File: src/logic/agop_pkg.sv
`default_nettype none
package agop_pkg;
  // ---------------------------------------------------------------
  // Register map (byte addresses)
  // ---------------------------------------------------------------
  localparam logic [7:0] GAIN_OFS = 8'h00;
  localparam logic [7:0] TRIP_OFS = 8'h04;
  localparam logic [7:0] CTRL_OFS = 8'h08;
  localparam logic [7:0] STAT_OFS = 8'h0c;
  // Field positions
  localparam int GAIN_W = 5;
  localparam int TRIP_LVL_W = 7;
  localparam int CTRL_QSEL_BIT = 0;
  // Reset values
  localparam logic [4:0] GAIN_RST = 5'h04;
  localparam logic [7:0] TRIP_RST = 8'hff;
  localparam logic CTRL_QSEL_RST = 1'b0;
  // Gain codes: code 0 is -2 dB, step 0.5 dB, code 16 is +6 dB
  localparam logic [4:0] GAIN_0DB = 5'h04;
  localparam logic [4:0] GAIN_MAX = 5'h10;
  localparam int GAIN_FRAC = 12;
  localparam logic [13:0] GAIN_UNITY = 14'h1000;
  // Data widths
  localparam int RAW_W = 14;
  localparam int OUT_W = 16;
  localparam int PROD_W = 30;
  localparam int MAG_W = 18;
  localparam int CMP_W = 25;
  localparam logic [6:0] TRIP_DIV = 7'h7f;
  localparam int TRIP_SHIFT = 15;
  // Latencies in sampling clock cycles
  localparam int DATA_LAT = 23;
  localparam int FAST_LAT = 9;
  localparam int NCH = 2;
endpackage : agop_pkg
`default_nettype wire

File: src/logic/agop_top.sv
// Notes on behaviour
// Sample leaves output 23 cycles after capture.
// Gain -2 to 6 dB, half-dB steps.
// Gain resets to 0 dB.
// Code flag when 16-bit word overflows.
// Early flag on threshold, nine cycles later.
// Pins carry code flag by default.
// Select bit routes early flag to pins.
// At 0 dB trip fraction is field/127.
// Positive gain scales trip by 10^(-g/20).
// Software writes threshold top bit as zero.
// Each channel's pin shows only its own.
`timescale 1ns/100ps
`default_nettype none
module agop_top
  import agop_pkg::*;
(
  input wire logic pclk,
  input wire logic presetn,
  input wire logic ce,
  input wire logic psel,
  input wire logic penable,
  input wire logic pwrite,
  input wire logic [7:0] paddr,
  input wire logic [31:0] pwdata,
  output logic [31:0] prdata,
  output logic pready,
  output logic pslverr,
  input wire logic [agop_pkg::RAW_W-1:0] raw_a,
  input wire logic [agop_pkg::RAW_W-1:0] raw_b,
  output logic [agop_pkg::OUT_W-1:0] dout_a,
  output logic [agop_pkg::OUT_W-1:0] dout_b,
  output logic chan_a_overload_pin,
  output logic chan_b_overload_pin
);
  import agop_pkg::*;

  // ---------------------------------------------------------------
  // Gain lookup, Q12 factors of 10^(g/20)
  // ---------------------------------------------------------------
  // Each factor rounded to nearest, so one rule rebuilds the table
  function automatic logic [13:0] gain_factor(input logic [4:0] code);
    case (code)
      5'h00: gain_factor = 14'd3254;
      5'h01: gain_factor = 14'd3446;
      5'h02: gain_factor = 14'd3651;
      5'h03: gain_factor = 14'd3867;
      5'h05: gain_factor = 14'd4339;
      5'h06: gain_factor = 14'd4596;
      5'h07: gain_factor = 14'd4868;
      5'h08: gain_factor = 14'd5157;
      5'h09: gain_factor = 14'd5462;
      5'h0a: gain_factor = 14'd5786;
      5'h0b: gain_factor = 14'd6129;
      5'h0c: gain_factor = 14'd6492;
      5'h0d: gain_factor = 14'd6876;
      5'h0e: gain_factor = 14'd7284;
      5'h0f: gain_factor = 14'd7715;
      5'h10: gain_factor = 14'd8173;
      default: gain_factor = GAIN_UNITY;
    endcase
  endfunction : gain_factor

  // Register address decode, shared by write enable and error answer
  function automatic logic addr_hit(input logic [7:0] a);
    addr_hit = (a == GAIN_OFS) || (a == TRIP_OFS) ||
               (a == CTRL_OFS) || (a == STAT_OFS);
  endfunction : addr_hit

  // ---------------------------------------------------------------
  // APB slave
  // ---------------------------------------------------------------
  logic [GAIN_W-1:0] gain_code_r;
  logic [7:0] trip_r;
  logic qsel_r;
  logic wr_en;
  logic [NCH-1:0] pin_r;
  logic [NCH-1:0] code_ovr_out;
  logic [31:0] rd_nxt;

  assign wr_en = ce && psel && penable && pready && pwrite && addr_hit(paddr);

  // Read mux
  always_comb begin
    rd_nxt = 32'h0000_0000;
    case (paddr)
      GAIN_OFS: rd_nxt[GAIN_W-1:0] = gain_code_r;
      TRIP_OFS: rd_nxt[7:0] = trip_r;
      CTRL_OFS: rd_nxt[CTRL_QSEL_BIT] = qsel_r;
      STAT_OFS: rd_nxt[3:0] = {code_ovr_out, pin_r};
      default: rd_nxt = 32'h0000_0000;
    endcase
  end

  // Answer one cycle after setup, zero wait in access phase
  always_ff @(posedge pclk or negedge presetn) begin
    if (!presetn) begin
      pready <= 1'b0;
      prdata <= 32'h0000_0000;
      pslverr <= 1'b0;
    end else if (ce) begin
      pready <= psel && !penable;
      prdata <= (psel && !penable && !pwrite) ? rd_nxt : 32'h0000_0000;
      pslverr <= psel && !penable && !addr_hit(paddr);
    end
  end

  // Writable settings
  always_ff @(posedge pclk or negedge presetn) begin
    if (!presetn) begin
      gain_code_r <= GAIN_RST;
      trip_r <= TRIP_RST;
      qsel_r <= CTRL_QSEL_RST;
    end else if (wr_en) begin
      case (paddr)
        GAIN_OFS: gain_code_r <= (pwdata[GAIN_W-1:0] > GAIN_MAX) ?
                                 GAIN_MAX : pwdata[GAIN_W-1:0];
        TRIP_OFS: trip_r <= pwdata[7:0];
        CTRL_OFS: qsel_r <= pwdata[CTRL_QSEL_BIT];
        default: qsel_r <= qsel_r;
      endcase
    end
  end

  // ---------------------------------------------------------------
  // Per-channel sample path and overload detection
  // ---------------------------------------------------------------
  logic [RAW_W-1:0] raw_in [NCH];
  logic [OUT_W-1:0] dout_w [NCH];
  logic signed [OUT_W-1:0] gain_out [NCH];
  logic [NCH-1:0] code_ovr_r;
  logic [NCH-1:0] fast_r;
  logic [CMP_W-1:0] trip_cmp;
  logic gain_pos;

  assign raw_in[0] = raw_a;
  assign raw_in[1] = raw_b;
  assign gain_pos = gain_code_r > GAIN_0DB;
  // Trip level over full scale, only the seven low bits count
  assign trip_cmp = CMP_W'(trip_r[TRIP_LVL_W-1:0]) << TRIP_SHIFT;

  genvar c;
  generate
    for (c = 0; c < NCH; c++) begin : g_ch
      logic signed [OUT_W-1:0] cap_r;
      logic signed [PROD_W-1:0] prod;
      logic signed [MAG_W-1:0] scaled;
      logic signed [MAG_W-1:0] lvl;
      logic [MAG_W-1:0] mag;
      logic [OUT_W-1:0] dl_d [DATA_LAT-1];
      logic [DATA_LAT-2:0] dl_o;
      logic [FAST_LAT-3:0] dl_f;

      assign prod = cap_r * $signed({1'b0, gain_factor(gain_code_r)});
      assign scaled = prod[GAIN_FRAC+MAG_W-1:GAIN_FRAC];
      // Level seen by the trip compare
      assign lvl = gain_pos ? scaled : MAG_W'(cap_r);
      assign mag = lvl[MAG_W-1] ? MAG_W'(-lvl) : MAG_W'(lvl);

      // Capture stage, 14-bit code left aligned in 16 bits
      always_ff @(posedge pclk or negedge presetn) begin
        if (!presetn) begin
          cap_r <= 16'sh0000;
        end else if (ce) begin
          cap_r <= {raw_in[c], 2'b00};
        end
      end

      // Gain, saturation and both overload compares
      always_ff @(posedge pclk or negedge presetn) begin
        if (!presetn) begin
          gain_out[c] <= 16'sh0000;
          code_ovr_r[c] <= 1'b0;
          fast_r[c] <= 1'b0;
        end else if (ce) begin
          if (scaled > 18'sh07fff) begin
            gain_out[c] <= 16'sh7fff;
            code_ovr_r[c] <= 1'b1;
          end else if (scaled < -18'sh08000) begin
            gain_out[c] <= 16'sh8000;
            code_ovr_r[c] <= 1'b1;
          end else begin
            gain_out[c] <= scaled[OUT_W-1:0];
            code_ovr_r[c] <= 1'b0;
          end
          fast_r[c] <= (CMP_W'(mag) * CMP_W'(TRIP_DIV)) > trip_cmp;
        end
      end

      // Delay lines to the fixed output latencies
      always_ff @(posedge pclk or negedge presetn) begin
        if (!presetn) begin
          for (int i = 0; i < DATA_LAT - 1; i++) begin
            dl_d[i] <= 16'h0000;
          end
          dl_o <= '0;
          dl_f <= '0;
        end else if (ce) begin
          dl_d[0] <= gain_out[c];
          for (int i = 1; i < DATA_LAT - 1; i++) begin
            dl_d[i] <= dl_d[i-1];
          end
          dl_o <= {dl_o[DATA_LAT-3:0], code_ovr_r[c]};
          dl_f <= {dl_f[FAST_LAT-4:0], fast_r[c]};
        end
      end

      assign dout_w[c] = dl_d[DATA_LAT-2];
      assign code_ovr_out[c] = dl_o[DATA_LAT-2];

      // Pin source: code flag aligned with data, or early flag
      always_ff @(posedge pclk or negedge presetn) begin
        if (!presetn) begin
          pin_r[c] <= 1'b0;
        end else if (ce) begin
          pin_r[c] <= qsel_r ? dl_f[FAST_LAT-3] :
                               dl_o[DATA_LAT-3];
        end
      end
    end
  endgenerate

  assign dout_a = dout_w[0];
  assign dout_b = dout_w[1];
  assign chan_a_overload_pin = pin_r[0];
  assign chan_b_overload_pin = pin_r[1];

  // ---------------------------------------------------------------
  // Checks; latency and pin checks armed only after a long unbroken run of ce
  // ---------------------------------------------------------------
  logic [4:0] ce_run_r;
  logic run_ok;
  always_ff @(posedge pclk or negedge presetn) begin
    if (!presetn) begin
      ce_run_r <= 5'h00;
    end else if (!ce) begin
      ce_run_r <= 5'h00;
    end else if (ce_run_r != 5'h1f) begin
      ce_run_r <= ce_run_r + 5'h01;
    end
  end
  assign run_ok = ce && (ce_run_r == 5'h1f);

  a_data_latency: assert property (
    @(posedge pclk) disable iff (!presetn)
    run_ok |-> dout_a == $past(gain_out[0], 22))
    else $error("data latency wrong");
  a_gain_reset: assert property (
    @(posedge pclk) disable iff (!presetn)
    $past(!presetn) |-> gain_code_r == GAIN_0DB)
    else $error("gain not 0 dB after reset");
  a_gain_unity: assert property (
    @(posedge pclk) disable iff (!presetn)
    (ce && $past(ce) && gain_code_r == GAIN_0DB && $stable(gain_code_r))
    |-> gain_out[1] == $past(g_ch[1].cap_r))
    else $error("0 dB gain changed sample");
  a_code_flag: assert property (
    @(posedge pclk) disable iff (!presetn)
    (ce && $past(ce)) |-> code_ovr_r[0] ==
      ($past(g_ch[0].scaled) > 18'sh07fff ||
       $past(g_ch[0].scaled) < -18'sh08000))
    else $error("code overload flag wrong");
  a_fast_pin: assert property (
    @(posedge pclk) disable iff (!presetn)
    (run_ok && $past(qsel_r))
    |-> chan_a_overload_pin == $past(fast_r[0], 8))
    else $error("early flag not nine cycles");
  a_default_pin: assert property (
    @(posedge pclk) disable iff (!presetn)
    (run_ok && !qsel_r && !$past(qsel_r))
    |-> chan_b_overload_pin == $past(code_ovr_r[1], 22))
    else $error("pin not code flag aligned to data");
  a_trip_unity: assert property (
    @(posedge pclk) disable iff (!presetn)
    (ce && $past(ce) && !$past(gain_pos)) |-> fast_r[0] ==
      ($past(CMP_W'(g_ch[0].mag)) * 127 > $past(trip_cmp)))
    else $error("trip compare wrong at 0 dB");
  a_trip_gain: assert property (
    @(posedge pclk) disable iff (!presetn)
    (ce && $past(ce) && $past(gain_pos)) |-> fast_r[1] ==
      ($past(CMP_W'(g_ch[1].scaled[MAG_W-1] ? -g_ch[1].scaled :
                    g_ch[1].scaled)) * 127 > $past(trip_cmp)))
    else $error("positive gain not applied to trip");
  // Channel B copies, each pin follows its own channel only; then gain range and ready checks
  a_code_flag_b: assert property (
    @(posedge pclk) disable iff (!presetn)
    (ce && $past(ce)) |-> code_ovr_r[1] ==
      ($past(g_ch[1].scaled) > 18'sh07fff ||
       $past(g_ch[1].scaled) < -18'sh08000))
    else $error("code overload flag wrong on b");
  a_fast_pin_b: assert property (
    @(posedge pclk) disable iff (!presetn)
    (run_ok && $past(qsel_r))
    |-> chan_b_overload_pin == $past(fast_r[1], 8))
    else $error("channel b early flag wrong");
  a_gain_clamp: assert property (
    @(posedge pclk) disable iff (!presetn)
    gain_code_r <= GAIN_MAX)
    else $error("gain code above range");
  a_ready_pulse: assert property (
    @(posedge pclk) disable iff (!presetn)
    (ce && psel && !penable) |=> pready)
    else $error("no answer after setup");
endmodule : agop_top
`default_nettype wire

File: config.mk
export PLATFORM = sky130hd
export DESIGN_NAME = agop_top
export DESIGN_NICKNAME = d
export VERILOG_FILES = /design/src/logic/agop_pkg.sv /design/src/logic/agop_top.sv
export SDC_FILE = /design/constraint.sdc
export NUM_CORES = 2
export LEC_CHECK = 0
export BUFFER_PORTS_ARGS = -buffer_cell sky130_fd_sc_hd__buf_2
export CAP_MARGIN = 20
export CORE_MARGIN = 3
export CORE_UTILIZATION = 45
export CTS_CLUSTER_DIAMETER = 80
export DETAILED_ROUTE_END_ITERATION = 12
export SYNTH_ARGS = -nofsm -noshare
export SYNTH_HDL_FRONTEND = slang
export SYNTH_SLANG_ARGS = --single-unit
export TNS_END_PERCENT = 100
File: constraint.sdc
create_clock -name pclk -period 14.97 [get_ports pclk]
set_clock_uncertainty 0.2 [all_clocks]
set_input_delay 1.497 -clock pclk [delete_from_list [all_inputs] [get_ports pclk]]
set_output_delay 1.497 -clock pclk [all_outputs]
set_load 0.01 [all_outputs]
==> summary.txt <==
Route
  – Post-DR vias/cell: 5.12
  – DR vias: 32900
  – Antenna-violating nets left: 0
  – DRC Markers: 0
  – Pre-antenna DRT Iters: 5
  – Initial DRC Count: 1564
  – Post-Route WL: 106000 um
  – Avg WL per Cell: 16.5 um

Die
  – Core area: 0.119 sq mm
  – Initial Util: 45.5%
  – Die Wd: 352 um
  – # rows: 126
  – Die Area: 0.124 sq mm
  – # IOs: 142
  – Chip height: 352 um

Clock network
  – CTS hold repair buffers: 0
  – Worst-Skew Late Latency: 660 ps
  – Clk Tree Root Cell: clkbuf_16
  – CTS Sinks: 852
  – CTS tree: done
  – H-tree levels: 3
  – Max clock buf depth: 3
  – Clock transition at the registers of the reported paths: 60 ps
  – TritonCTS Buffers: 90

Logic synthesis
  – Post-synth top flop: dfrtp_1
  – Distinct cells, synth: 103
  – Sequential element share of the synthesized area: 39.6%
  – Number of synthesis warnings: 0
  – FF+latch count, synth: 852
  – Mux contribution to synthesized area: 17.1%
  – Top cells by area, synth: dfrtp_1, mux2_2, fa_1
  – Netlist Area Pre-Place: 0.0539 sq mm
  – Top post-synthesis cells by count: dfrtp_1, mux2_2, inv_1
  – Simple-gate area share of the yosys netlist: 7.58%
  – Post-synth top area share: 39.1%
  – Compound-cell area share of the yosys netlist: 6.08%
  – Largest family of logic cells by synthesized area: adder cells
  – Avg Cell Area, Syn: 11.7 sq um
  – Largest area contributor in the netlist: dfrtp_1
  – XOR/XNOR share of the synthesized area: 2.79%
  – Post-synth EDFFs: 0
  – Ys async rst share: 100%
  – Post-Syn Instances: 4626
  – Most common cell in the netlist: dfrtp_1
  – Adder-cell share of the synthesized area: 20.8%

GRT
  – Gr busiest metal: met2
  – Total grt overflow: 0
  – Met2 usage: 27.8%
  – M3 GR Usage: 2.97%
  – Total Routing Usage GR: 17.5%
  – Initial antenna violation count: 1
  – Largest net degree at the start of global routing: 182
  – Vias in the first global route: 34100
  – First-pass GRT wire length: 179000 um
  – GRT met1 Usage: 24.9%

Timing
  – Hold Vio Cnt, Final: 0
  – Worst Max-Slew Pin Slew: 1140 ps
  – Ratio of final minimum period to clock period: 94.5%
  – Setup violations, final: 0
  – Final worst-path setup slack: 824 ps
  – Final Critical Period: 14150 ps
  – Max-slew headroom: 24.0%
  – Setup TNS: 0 ps
  – Max Fclk: 70.7 MHz
  – Slew Viols, Final: 0

Final layout
  – Design Area, Final: 0.0600 sq mm
  – Finished Core Util: 50.6%
  – Area grow syn2layout: 11.3%
  – Layout cells sized above 1: 27.2%
  – Final nets: 5515

Critical path
  – CP arrival: 14490 ps
  – Crit start category: register
  – CP max stage delay: 550 ps
  – CP max stage cell: fa_1
  – Worst Path Max Fanout: 5
  – Worst EP required: 15310 ps
  – CP most frequent cell: inv_1
  – Crit Path Class: register to register
  – Crit. End Element: register

Min path
  – Hold WC Path Type: register to register

Placement
  – Pre-CTS setup slack: 179 ps
  – HPWL after DPL: 76100 um
  – PortBufs: 93
  – Gpl congestion: 0.866
  – DP Area: 0.0566 sq mm

Run status
  – Status: complete, no violations

Job
  – Max-Cap Viols: 0
critical path: cells and delay by family, from the launching register on:
| family | cells | cell delay, ps |
|---|---|---|
| AO/OA/AOI/OAI | 20 | 4140 |
| XOR/XNOR | 3 | 400 |
| adder cells (fa/ha/maj) | 15 | 6220 |
| buffers and inverters | 13 | 1090 |
| flip-flops | 1 | 400 |
| AND/OR/NAND/NOR | 9 | 1570 |
per-layer routing:
metal / wire, um / part of all wire (%)
met1: 50500 / 48
met2: 48100 / 45
met3: 5120 / 4.8
met4: 2550 / 2.4
met5: 0 / 0
worst paths after layout:
kind / end / slack, ps / cells after the start / from
worst min-delay path: g_ch[0].dl_d[289] / 280 / 1 / g_ch[0].dl_d[305]
worst max-delay path: fast_r[0] / 820 / 60 / gain_code_r[0]
max in group asynchronous: g_ch[1].dl_d[116] / 10950 / 5 / presetn
min in group asynchronous: qsel_r / 710 / 1 / presetn
worst max register to register: fast_r[0] / 820 / 60 / gain_code_r[0]
worst min register to register: g_ch[0].dl_d[289] / 280 / 1 / g_ch[0].dl_d[305]
stage by stage:
step / hold WS, ps / instances
3_5_place_dp: 289 / 6245
4_1_cts: 288 / 6413
3_3_place_gp: 284 / 6245
2_1_floorplan: 275 / 4649
6_report: 284 / 6428
5_1_grt: 309 / 6425
cell type report:
| cell class | instances | area [sq um] |
|---|---|---|
| antenna | 3 | 7.51 |
| clock buffer | 137 | 2670 |
| clock inverter | 31 | 365 |
| fill | 10600 | 58600 |
| inverter | 555 | 2080 |
| multi-input combinational | 2995 | 29700 |
| sequential | 852 | 21300 |
| tap | 1600 | 2000 |
| timing repair buffer | 255 | 1820 |
cells in the final DEF (no fill, tap or decap), drive strengths merged, types with 42 or more instances in the layout:
cell type | netlist | routed
a21o | 44 | 44
a21oi | 162 | 162
and2 | 176 | 176
buf | 74 | 255
clkbuf | 173 | 137
dfrtp | 843 | 843
fa | 340 | 340
ha | 352 | 352
inv | 554 | 561
mux2 | 796 | 796
nand2 | 247 | 247
nor2 | 154 | 154
o21ai | 96 | 96
xnor2 | 115 | 115
xor2 | 42 | 42
what timing repair did:
action | 4_1_cts | 5_1_grt
endpoints found under the setup margin | 0 | 2
buffers inserted | 0 | 11
resized for setup | 0 | 56
cells by family after synthesis:
| group | after synthesis |
|---|---|
| flops | 852 |
| mux | 822 |
| simple gates | 805 |
| buf+inv | 802 |
| fa+ha+maj | 695 |
| compound gates | 492 |
| xor+xnor | 157 |
| other cells | 1 |
flip-flops by register name, indices dropped and copies added (netlist names), 2 cells and up:
register and flops:
dout_a 16, gain_code_r 5, g_ch.cap_r 28, trip_r 8
g_ch.dl_o 44, gain_out 32, prdata 8, fast_r 2
code_ovr_r 2, dout_b 16, g_ch.dl_d 672, g_ch.dl_f 14
Power is left out: the tool's default activity adds up to more than one toggle a clock period on the data nets, which glitch-free logic cannot reach.
